==> src/rtl/anvs_defs.svh <==
// What this block does
// - Host keeps write strobe high throughout every read cycle.
// - Host holds the write interval at least 65 ns or 85 ns.
// - Host has address stable by write start, setup zero ns.
// - Host holds address valid 75 or 100 ns before write end.
// - Host keeps select low 75 or 100 ns before write end.
// - Host presents write data 35 or 45 ns before write end.
// - Host allows recovery 5 ns after write strobe or 15 ns after select.
// - Host holds data 0 ns after write strobe or 10 ns after select.
// - Read data valid 85 or 120 ns after select or address; cycle spacing. Reads sample the lines 100 ns after select, so only the 85 ns grade is met.
`ifndef ANVS_DEFS_SVH
`define ANVS_DEFS_SVH

`define ANVS_CLK_PERIOD_NS 50
`define ANVS_ADDR_W        18
`define ANVS_DATA_W        8

// Slow-grade figures in ns; writes meet both grades with them, but a read samples the lines 100 ns after select, so reads meet only the 85 ns grade.
`define ANVS_TWP_NS        85
`define ANVS_TCW_NS        100
`define ANVS_TDW_NS        45
`define ANVS_TWR_NS        15
`define ANVS_TDH_NS        10
`define ANVS_TAA_NS        120
`define ANVS_TOE_NS        60
`define ANVS_TCHZ_NS       45
`define ANVS_TRC_NS        120
`define ANVS_TCER_MS       120

// Least times round up.
`define ANVS_CYC_UP(ns) (((ns) + `ANVS_CLK_PERIOD_NS - 1) / `ANVS_CLK_PERIOD_NS)
`define ANVS_WR_CYC   `ANVS_CYC_UP(`ANVS_TCW_NS)
`define ANVS_RD_CYC   (`ANVS_CYC_UP(`ANVS_TAA_NS) + 1)
`define ANVS_REC_CYC  `ANVS_CYC_UP(`ANVS_TCHZ_NS)
`define ANVS_TCER_CYC (`ANVS_TCER_MS * 1000000 / `ANVS_CLK_PERIOD_NS)

`endif

==> src/rtl/anvs_pkg.sv <==
package anvs_pkg;
  typedef enum logic [2:0] {
    ANVS_IDLE  = 3'b000,
    ANVS_WSET  = 3'b001,
    ANVS_WPUL  = 3'b010,
    ANVS_WEND  = 3'b011,
    ANVS_RACC  = 3'b100,
    ANVS_REC   = 3'b101,
    ANVS_PROT  = 3'b110
  } anvs_state_t;
endpackage : anvs_pkg

==> src/rtl/anvs_sync.sv <==
`timescale 1ns/1ns
`default_nettype none
module anvs_sync #(
  parameter int W = 1
) (
  input  wire logic         clk_in,
  input  wire logic         nrst_in,
  input  wire logic [W-1:0] d_in,
  output logic      [W-1:0] q_out
);
  logic [W-1:0] s1_r;

  always_ff @(posedge clk_in or negedge nrst_in) begin
    if (!nrst_in) begin
      s1_r  <= '0;
      q_out <= '0;
    end else begin
      s1_r  <= d_in;
      q_out <= s1_r;
    end
  end
endmodule : anvs_sync
`default_nettype wire

==> src/rtl/anvs_host.sv <==
`timescale 1ns/1ns
`default_nettype none
`include "anvs_defs.svh"
module anvs_host
  import anvs_pkg::*;
#(
  parameter int unsigned TCER_CYC = `ANVS_TCER_CYC
) (
  input  wire logic                    ref_clk_in,
  input  wire logic                    nrst_in,
  input  wire logic                    req_in,
  input  wire logic                    req_wr_in,
  input  wire logic [`ANVS_ADDR_W-1:0] req_addr_in,
  input  wire logic [`ANVS_DATA_W-1:0] req_wdata_in,
  input  wire logic                    supply_fail_in,
  output logic                         busy_out,
  output logic                         done_out,
  output logic [`ANVS_DATA_W-1:0]      rdata_out,
  output logic                         protected_out,
  output logic                         chip_sel_n_out,
  output logic                         write_n_out,
  output logic                         out_en_n_out,
  output logic [`ANVS_ADDR_W-1:0]      address_lines_out,
  output logic [`ANVS_DATA_W-1:0]      data_lines_out,
  output logic                         data_lines_oe_out,
  input  wire logic [`ANVS_DATA_W-1:0] data_lines_in
);
  // ---------------------------------------------------------------
  // Reset release and pin synchronisers
  // ---------------------------------------------------------------
  logic [1:0]              rst_sync_r;
  logic                    rst_n;
  logic                    fail_s;
  logic [`ANVS_DATA_W-1:0] rd_s;

  // The release is synchronised so that every register leaves reset on the same edge.
  // The data lines are sampled through the same two stages, so the byte taken one cycle
  // beyond the access time is the one that stood on the lines 100 ns after select.
  always_ff @(posedge ref_clk_in or negedge nrst_in) begin
    if (!nrst_in) begin
      rst_sync_r <= 2'h0;
    end else begin
      rst_sync_r <= {rst_sync_r[0], 1'b1};
    end
  end
  assign rst_n = rst_sync_r[1];

  anvs_sync #(.W(1 + `ANVS_DATA_W)) u_sync (
    .clk_in  (ref_clk_in),
    .nrst_in (rst_n),
    .d_in    ({supply_fail_in, data_lines_in}),
    .q_out   ({fail_s, rd_s})
  );

  // ---------------------------------------------------------------
  // State
  // ---------------------------------------------------------------
  typedef struct packed {
    anvs_state_t             st;
    logic [31:0]             cnt;
    logic                    busy;
    logic                    done;
    logic [`ANVS_DATA_W-1:0] rdata;
    logic                    prot;
    logic                    cs_n;
    logic                    we_n;
    logic                    oe_n;
    logic [`ANVS_ADDR_W-1:0] addr;
    logic [`ANVS_DATA_W-1:0] wdata;
    logic                    doe;
  } anvs_regs_t;

  anvs_regs_t cur_r;
  anvs_regs_t cur_nxt;

  function automatic logic [31:0] cyc_less1(input int unsigned n);
    cyc_less1 = (n > 1) ? 32'(n - 1) : 32'h0;
  endfunction : cyc_less1

  // ---------------------------------------------------------------
  // Next-state logic
  // ---------------------------------------------------------------
  // One counter serves every phase; it is wide enough for the whole
  // recovery period after a supply failure, at the cost of some area.
  always_comb begin
    cur_nxt      = cur_r;
    cur_nxt.done = 1'b0;
    case (cur_r.st)
      ANVS_IDLE: begin
        cur_nxt.busy = 1'b0;
        if (fail_s) begin
          // Pins are parked idle before protection, so nothing is cut short.
          // An access in flight always ends within a few cycles, far inside
          // the protect delay, so it is simply allowed to finish.
          cur_nxt.st   = ANVS_PROT;
          cur_nxt.prot = 1'b1;
          cur_nxt.busy = 1'b1;
          cur_nxt.cnt  = 32'h0;
        end else if (req_in) begin
          cur_nxt.busy = 1'b1;
          cur_nxt.addr = req_addr_in;
          if (req_wr_in) begin
            // Address and data settle a cycle before the strobes fall.
            cur_nxt.wdata = req_wdata_in;
            // Output strobe stays high through a write, so the memory
            // never drives against the data that the host puts out.
            cur_nxt.oe_n  = 1'b1;
            cur_nxt.st    = ANVS_WSET;
          end else begin
            cur_nxt.cs_n = 1'b0;
            cur_nxt.oe_n = 1'b0;
            cur_nxt.cnt  = cyc_less1(`ANVS_RD_CYC);
            cur_nxt.st   = ANVS_RACC;
          end
        end
      end
      ANVS_WSET: begin
        // Select and write strobe fall together, so the memory never
        // drives and data can be driven at once.
        cur_nxt.cs_n = 1'b0;
        cur_nxt.we_n = 1'b0;
        cur_nxt.doe  = 1'b1;
        cur_nxt.cnt  = cyc_less1(`ANVS_WR_CYC);
        cur_nxt.st   = ANVS_WPUL;
      end
      ANVS_WPUL: begin
        if (cur_r.cnt == 32'h0) begin
          // Write strobe rises first and ends the write.
          cur_nxt.we_n = 1'b1;
          cur_nxt.st   = ANVS_WEND;
        end else begin
          cur_nxt.cnt = cur_r.cnt - 32'h1;
        end
      end
      ANVS_WEND: begin
        // Data and select held a full cycle past the write end.
        // The output strobe is still high here, so the memory does not
        // start driving when the write ends.
        cur_nxt.cs_n = 1'b1;
        cur_nxt.doe  = 1'b0;
        cur_nxt.cnt  = cyc_less1(`ANVS_REC_CYC);
        cur_nxt.done = 1'b1;
        cur_nxt.st   = ANVS_REC;
      end
      ANVS_RACC: begin
        if (cur_r.cnt == 32'h0) begin
          cur_nxt.rdata = rd_s;
          cur_nxt.cs_n  = 1'b1;
          cur_nxt.oe_n  = 1'b1;
          cur_nxt.done  = 1'b1;
          cur_nxt.cnt   = cyc_less1(`ANVS_REC_CYC);
          cur_nxt.st    = ANVS_REC;
        end else begin
          cur_nxt.cnt = cur_r.cnt - 32'h1;
        end
      end
      ANVS_REC: begin
        // Gap lets the memory float its lines before the next cycle.
        if (cur_r.cnt == 32'h0) begin
          cur_nxt.st = ANVS_IDLE;
        end else begin
          cur_nxt.cnt = cur_r.cnt - 32'h1;
        end
      end
      ANVS_PROT: begin
        cur_nxt.cs_n = 1'b1;
        cur_nxt.doe  = 1'b0;
        // A fresh failure restarts the recovery count from zero.
        if (fail_s) begin
          cur_nxt.cnt = 32'h0;
        end else if (cur_r.cnt >= 32'(TCER_CYC) - 32'h1) begin
          cur_nxt.st   = ANVS_IDLE;
          cur_nxt.prot = 1'b0;
        end else begin
          cur_nxt.cnt = cur_r.cnt + 32'h1;
        end
      end
      default: begin
        cur_nxt.st = ANVS_IDLE;
      end
    endcase
  end

  // ---------------------------------------------------------------
  // State register
  // ---------------------------------------------------------------
  // Strobes reset high so that the memory sees no access while the
  // controller comes out of reset.
  always_ff @(posedge ref_clk_in or negedge rst_n) begin
    if (!rst_n) begin
      cur_r      <= '0;
      cur_r.st   <= ANVS_IDLE;
      cur_r.cs_n <= 1'b1;
      cur_r.we_n <= 1'b1;
      cur_r.oe_n <= 1'b1;
    end else begin
      cur_r <= cur_nxt;
    end
  end

  // ---------------------------------------------------------------
  // Outputs
  // ---------------------------------------------------------------
  // Every pin comes straight from the state register, so none of them
  // can glitch while the next state settles.
  assign busy_out          = cur_r.busy;
  assign done_out          = cur_r.done;
  assign rdata_out         = cur_r.rdata;
  assign protected_out     = cur_r.prot;
  assign chip_sel_n_out    = cur_r.cs_n;
  assign write_n_out       = cur_r.we_n;
  assign out_en_n_out      = cur_r.oe_n;
  assign address_lines_out = cur_r.addr;
  assign data_lines_out    = cur_r.wdata;
  assign data_lines_oe_out = cur_r.doe;
endmodule : anvs_host
`default_nettype wire

==> config.mk <==
export PLATFORM = sky130hd
export DESIGN_NAME = anvs_host
export DESIGN_NICKNAME = d
export VERILOG_FILES = /design/src/rtl/anvs_pkg.sv /design/src/rtl/anvs_sync.sv /design/src/rtl/anvs_host.sv
export VERILOG_INCLUDE_DIRS = /design/src /design/src/rtl
export SDC_FILE = /design/constraint.sdc
export NUM_CORES = 1
export LEC_CHECK = 0
export BUFFER_PORTS_ARGS = -buffer_cell sky130_fd_sc_hd__buf_2
export CAP_MARGIN = 20
export CORE_MARGIN = 2
export CORE_UTILIZATION = 58
export DETAILED_ROUTE_END_ITERATION = 8
export GPL_TIMING_DRIVEN = 0
export PLACE_DENSITY = 0.81
export SYNTH_ARGS = -nofsm -noshare
export SYNTH_HDL_FRONTEND = slang
export SYNTH_SLANG_ARGS = --single-unit
==> constraint.sdc <==
create_clock -name ref_clk_in -period 3.81 [get_ports ref_clk_in]
set_input_delay 0.762 -clock ref_clk_in [delete_from_list [all_inputs] [get_ports ref_clk_in]]
set_output_delay 0.762 -clock ref_clk_in [all_outputs]
set_load 0.03 [all_outputs]
* After elaboration in Yosys (flattened, before gate mapping)
Index checks and enable logic that the tools add are counted.
Storage, ports and cells: register bits 96, input bits 39, output and inout port bits 41, word-level logic and storage cells 90
Cells by class: add/sub/neg operators 2, magnitude comparators 1, equality and inequality tests 19, multiplexer cells 33, bitwise logic cells 1, reduce and logical (&&, ||, !) cells 19
Operators by type and width (count):
- $pmux 32 s6 | 1
- $mux 32 | 5
- $mux 36 | 2
- $mux 27 | 2
- $add 32x1->32 const B | 1
- $ge 32x22->1 const B | 1
- $logic_not 32->1 | 1
- $sub 32x1->32 const B | 1
- $pmux 3 s7 | 1
- $mux 3 | 6
- $ne 2x2->1 const B | 9
- $reduce_and 4->1 | 3
- $pmux 1 s2 | 5
- $reduce_and 5->1 | 2
- $eq 3x3->1 const B | 3
- $mux 9 | 1
- $ne 3x2->1 const B | 3
- $mux 1 | 8
- $mux 8 | 1
- $reduce_bool 2->1 | 4
- $eq 3x2->1 const B | 2
- $reduce_and 6->1 | 1
- $reduce_bool 6->1 | 1
- $pmux 1 s4 | 1
- 8 further kinds | 10

* Depth between registers and ports, before layout
depth after elaboration 4, mapped depth 12, mapped depth without buffers 9

* Hierarchy
From an unflattened synthesis, not the netlist that was laid out.
Second synthesis, totals: cell total of the unflattened synthesis 613, area, all modules 5527.8 µm²
By module, submodules not included:
- anvs_host | instances 1, cells an instance 595, area an instance 5077.4 µm², seq. area each 1955.6 µm²
- anvs_sync | instances 1, cells an instance 18, area an instance 450.4 µm², seq. area each 450.4 µm²

* Worst setup path before layout
Ideal clock, no wire load.
path type flip-flop to flip-flop, start point reg cur_r[41] (netlist name), end point reg cur_r[64] (netlist name), library setup time 122 ps, data arrival time 2574 ps, required time 3688 ps, slack 1114 ps, stages on the path, launching flop included 12, buffers on the path 3, period minus slack after synthesis 2696 ps, cells stage by stage dfrtp_1 inv_1 ha_1 nor3b_1 nand4_1 or2_1 clkbuf_1 a211oi_1 and3b_1 buf_6 buf_6 a32o_1
On the way: cells in the longest elaborated chain, start to end 4, elaborated cells on any way between the ends 12, classes of those cells 2 x add/sub; 1 x order compare; 2 x eq/ne; 5 x mux; 2 x reduce/logical
Ends and longest elaborated chain:
- start, declared | line anvs_host.sv:73 | anvs_regs_t cur_r;
- start signal, assigned | line anvs_host.sv:197 | cur_r <= cur_nxt;
- $add 32x1->32 | line anvs_host.sv:175 | cur_nxt.cnt = cur_r.cnt + 32'h1;
- $mux 32 | line anvs_host.sv:171 | end else if (cur_r.cnt >= 32'(TCER_CYC) - 32'h1) begin
- $mux 32 | line anvs_host.sv:169 | if (fail_s) begin
- $pmux 32 s6 | line anvs_host.sv:88 | case (cur_r.st)
Several ways; a longest one is shown, not always the timed one. The select of a mux whose other input is x is not followed. A chain may end at the register's enable or synchronous reset.

* Worst setup path after layout
start point reg cur_r[46] (netlist name), end point reg cur_r[50] (netlist name)
The elaborated chain is that of the path after synthesis.

==> flow_summary.toml <==
[status]
status = "complete, no violations"

[grt]
grt_max_degree = 62
grt_pass1_vias = 4952
overflow = 0
grt_pass1_wl_mm = 23.8
antenna_found_initial = 0
grt_usage_pct = 29.8

[logic_synthesis]
syn_area_um2 = 5420
yosys_warnings = 0
synth_top_cell_by_area = "dfrtp_1"
synthArstFlopShare_pct = 100
seq_area_frac_synth_pct = 44.4
synth_top_area_share_pct = 42.9
syn_avg_cell_area_um2 = 8.96
ys_seq_elements = 96
synth_top_flop_cell = "dfrtp_1"
ys_types = 59
synth_nets = 646
syn_inst = 605
synth_edf_count = 0
yosys-top-cells-area = "dfrtp_1 (43%), o21ai_0 (5.8%), mux2_2 (5.4%), nand2_1 (5.1%), buf_4 (4.7%)"

[placed_design]
dp_cells = 796
io_buffers = 79
post_dp_cell_area_um2 = 5990
gp_congestion = 0.992
dp.final_hpwl_mm = 10.4

[layout]
final_common_cell = "dfrtp_1"
utilization_pct = 67.9
final_cell_mix = "dfrtp_1 (92), buf_2 (87), nand2_1 (73)"
fin_area_um2 = 6210
drive_above_1_share_pct = 25.9
antennaDiodeCount = 0
fill_cells = 730
area_growth_pct = 14.5
nNetsFinal = 738
stdcell_count = 813

[timing]
setup_violations = 0
maxSlewHeadroom_pct = 47.4
rsz0062_at_grt = "no"
fin_crit_sh_pct = 93.2
slew_viol_final = 0
worst_slew_pin_slew_ns = 0.783
hold_viol = 0
finClkSkew_ns = 0.0181
maxClockFrequency_mhz = 282
period_needed_ns = 3.55

[critical_path]
critPathLaunchType = "flip-flop"
cp.arrival_ns = 3.82
path_class = "flip-flop to flip-flop"
required_ns = 4.08
worstSetupEndpointType = "flip-flop"
worstPathMaxFanout = 10

[die]
core_um2 = 9150
num_io_pins = 80
rows = 35
fp.dieH_um = 101
die-area_um2 = 10100
die_w_um = 101
initial_core_util_pct = 59.2

[power_and_ir_drop]
p_leak_nw = 2.87
ir_drop_v = 0.000209
power_density_nw_per_um2 = 286

[cts]
clockBufferDepth = 2
cts_root_buffer = "clkbuf_8"
tritoncts = "yes"
cts_buffers = 9
post_cts_resize_count = 0
holdBufCountCts = 0
clk_pin_slew_ns = 0.11
clk_latency_ns = 0.37
clock-sinks = 96
htreeDepth = 3
post-cts-setup-buffers = 0

[drt]
wl_mm = 14.7
vias_per_cell = 6.31
drt_iter0_markers = 647
drc = 0
drtPass1Iterations = 6
routedWlPerCell_um = 18.1
dr_total_vias = 5131
ant_nets = 0

[worst_hold_path]
worstHoldPathType = "input pin to asynchronous set/reset pin"

[flow_run]
cap_violations = 0
==> synth_stat cells (5+ instances only) <==
cell type and count:
nand2_1 73, inv_1 9, a22o_1 7, and3_1 8, a21oi_1 37, o31ai_1 9, nor4_1 15, nand4_1 12
mux2_2 26, buf_4 34, nor2_1 37, nand3_1 20, dfrtp_1 93, a22oi_1 5, nor3_1 18, and2_1 6
a32o_1 7, a31oi_1 9, o21ai_0 63, or3_1 6, xor2_1 6, clkbuf_1 31, buf_2 8
==> logic make-up after synthesis <==
logic type               Yosys count  synth area share, %
buffers and inverters             86                 8.91
multiplexers                      26                 5.40
XOR/XNOR                           9                 1.45
adder cells (fa/ha/maj)            2                0.461
AND/OR/NAND/NOR                  220                 20.1
other                              1               0.0692
flip-flops                        96                 44.4
AO/OA/AOI/OAI                    165                 19.2
==> per-stage QoR <==
step | setup TNS, ns | hold WS [ns] | setup WS (ns) | power [W]
final | 0 | 0.156 | 0.258 | 0.00178
after global routing | 0 | 0.140 | 0.0851 | 0.00183
after CTS | 0 | 0.147 | 0.197 | 0.00179
after detailed placement | 0 | 0.313 | 0.244 | 0.00110
after global placement | -2.17 | 0.332 | -0.0293 | 0.00110
after floorplan | 0 | 0.331 | 0.943 | 0.00107
==> worst max-delay path, stage by stage (launching register included) <==
cell and delay [ns]:
dfrtp_1 0.39, clkbuf_1 0.21, nor4_1 0.58, nand4_1 0.53, nor4_1 0.52, o21ai_0 0.22
nand3_1 0.43, buf_2 0.36, o21ai_0 0.13, o31ai_1 0.10
==> registers in the layout, summed over array words and instances (netlist names) <==
signal             flops
rst_sync_r             2
done_out               1
cur_r                 35
chip_sel_n_out         1
write_n_out            1
rdata_out              8
protected_out          1
busy_out               1
address_lines_out     18
u_sync.s1_r            9
u_sync.q_out           9
data_lines_out         8
data_lines_oe_out      1
out_en_n_out           1
==> power by group <==
| part | switching [W] | leakage, nW | internal [W] |
|---|---|---|---|
| combinational | 0.0000231 | 1.56 | 0.0000186 |
| clock | 0.000433 | 0.102 | 0.000262 |
| sequential | 0.0000104 | 1.21 | 0.00103 |
==> final timing paths <==
kind	from	end	slack (ns)	cells past startpoint
hold / removal	nrst_in	rst_sync_r[1]	0.16	1
setup / recovery	cur_r[46]	cur_r[50]	0.26	9
setup reg to reg	cur_r[46]	cur_r[50]	0.26	9
min in group ref_clk_in	u_sync.s1_r[6]	u_sync.q_out[6]	0.36	0
max in group asynchronous	rst_sync_r[1]	write_n_out	2.80	1
hold reg to reg	rst_sync_r[1]	cur_r[55]	0.31	0
==> metal layers <==
| metal | routed length [um] | GRT usage [%] |
|---|---|---|
| met1 | 5870 | 39.2 |
| met3 | 1320 | 5.76 |
| met2 | 7060 | 48.7 |
| met5 | 0 | 0 |
| met4 | 424 | 12.0 |
==> layout make-up <==
| class | count | area (um^2) | share of cell area [%] |
|---|---|---|---|
| Tap cell | 111 | 139 | 2.24 |
| Sequential cell | 96 | 2410 | 38.8 |
| Clock inverter | 7 | 78.8 | 1.27 |
| Multi-Input combinational cell | 423 | 2550 | 41.0 |
| Clock buffer | 9 | 124 | 1.99 |
| Buffer | 76 | 445 | 7.17 |
| Inverter | 10 | 37.5 | 0.604 |
| Timing Repair Buffer | 81 | 428 | 6.89 |
(Power assumes the default switching activity.)
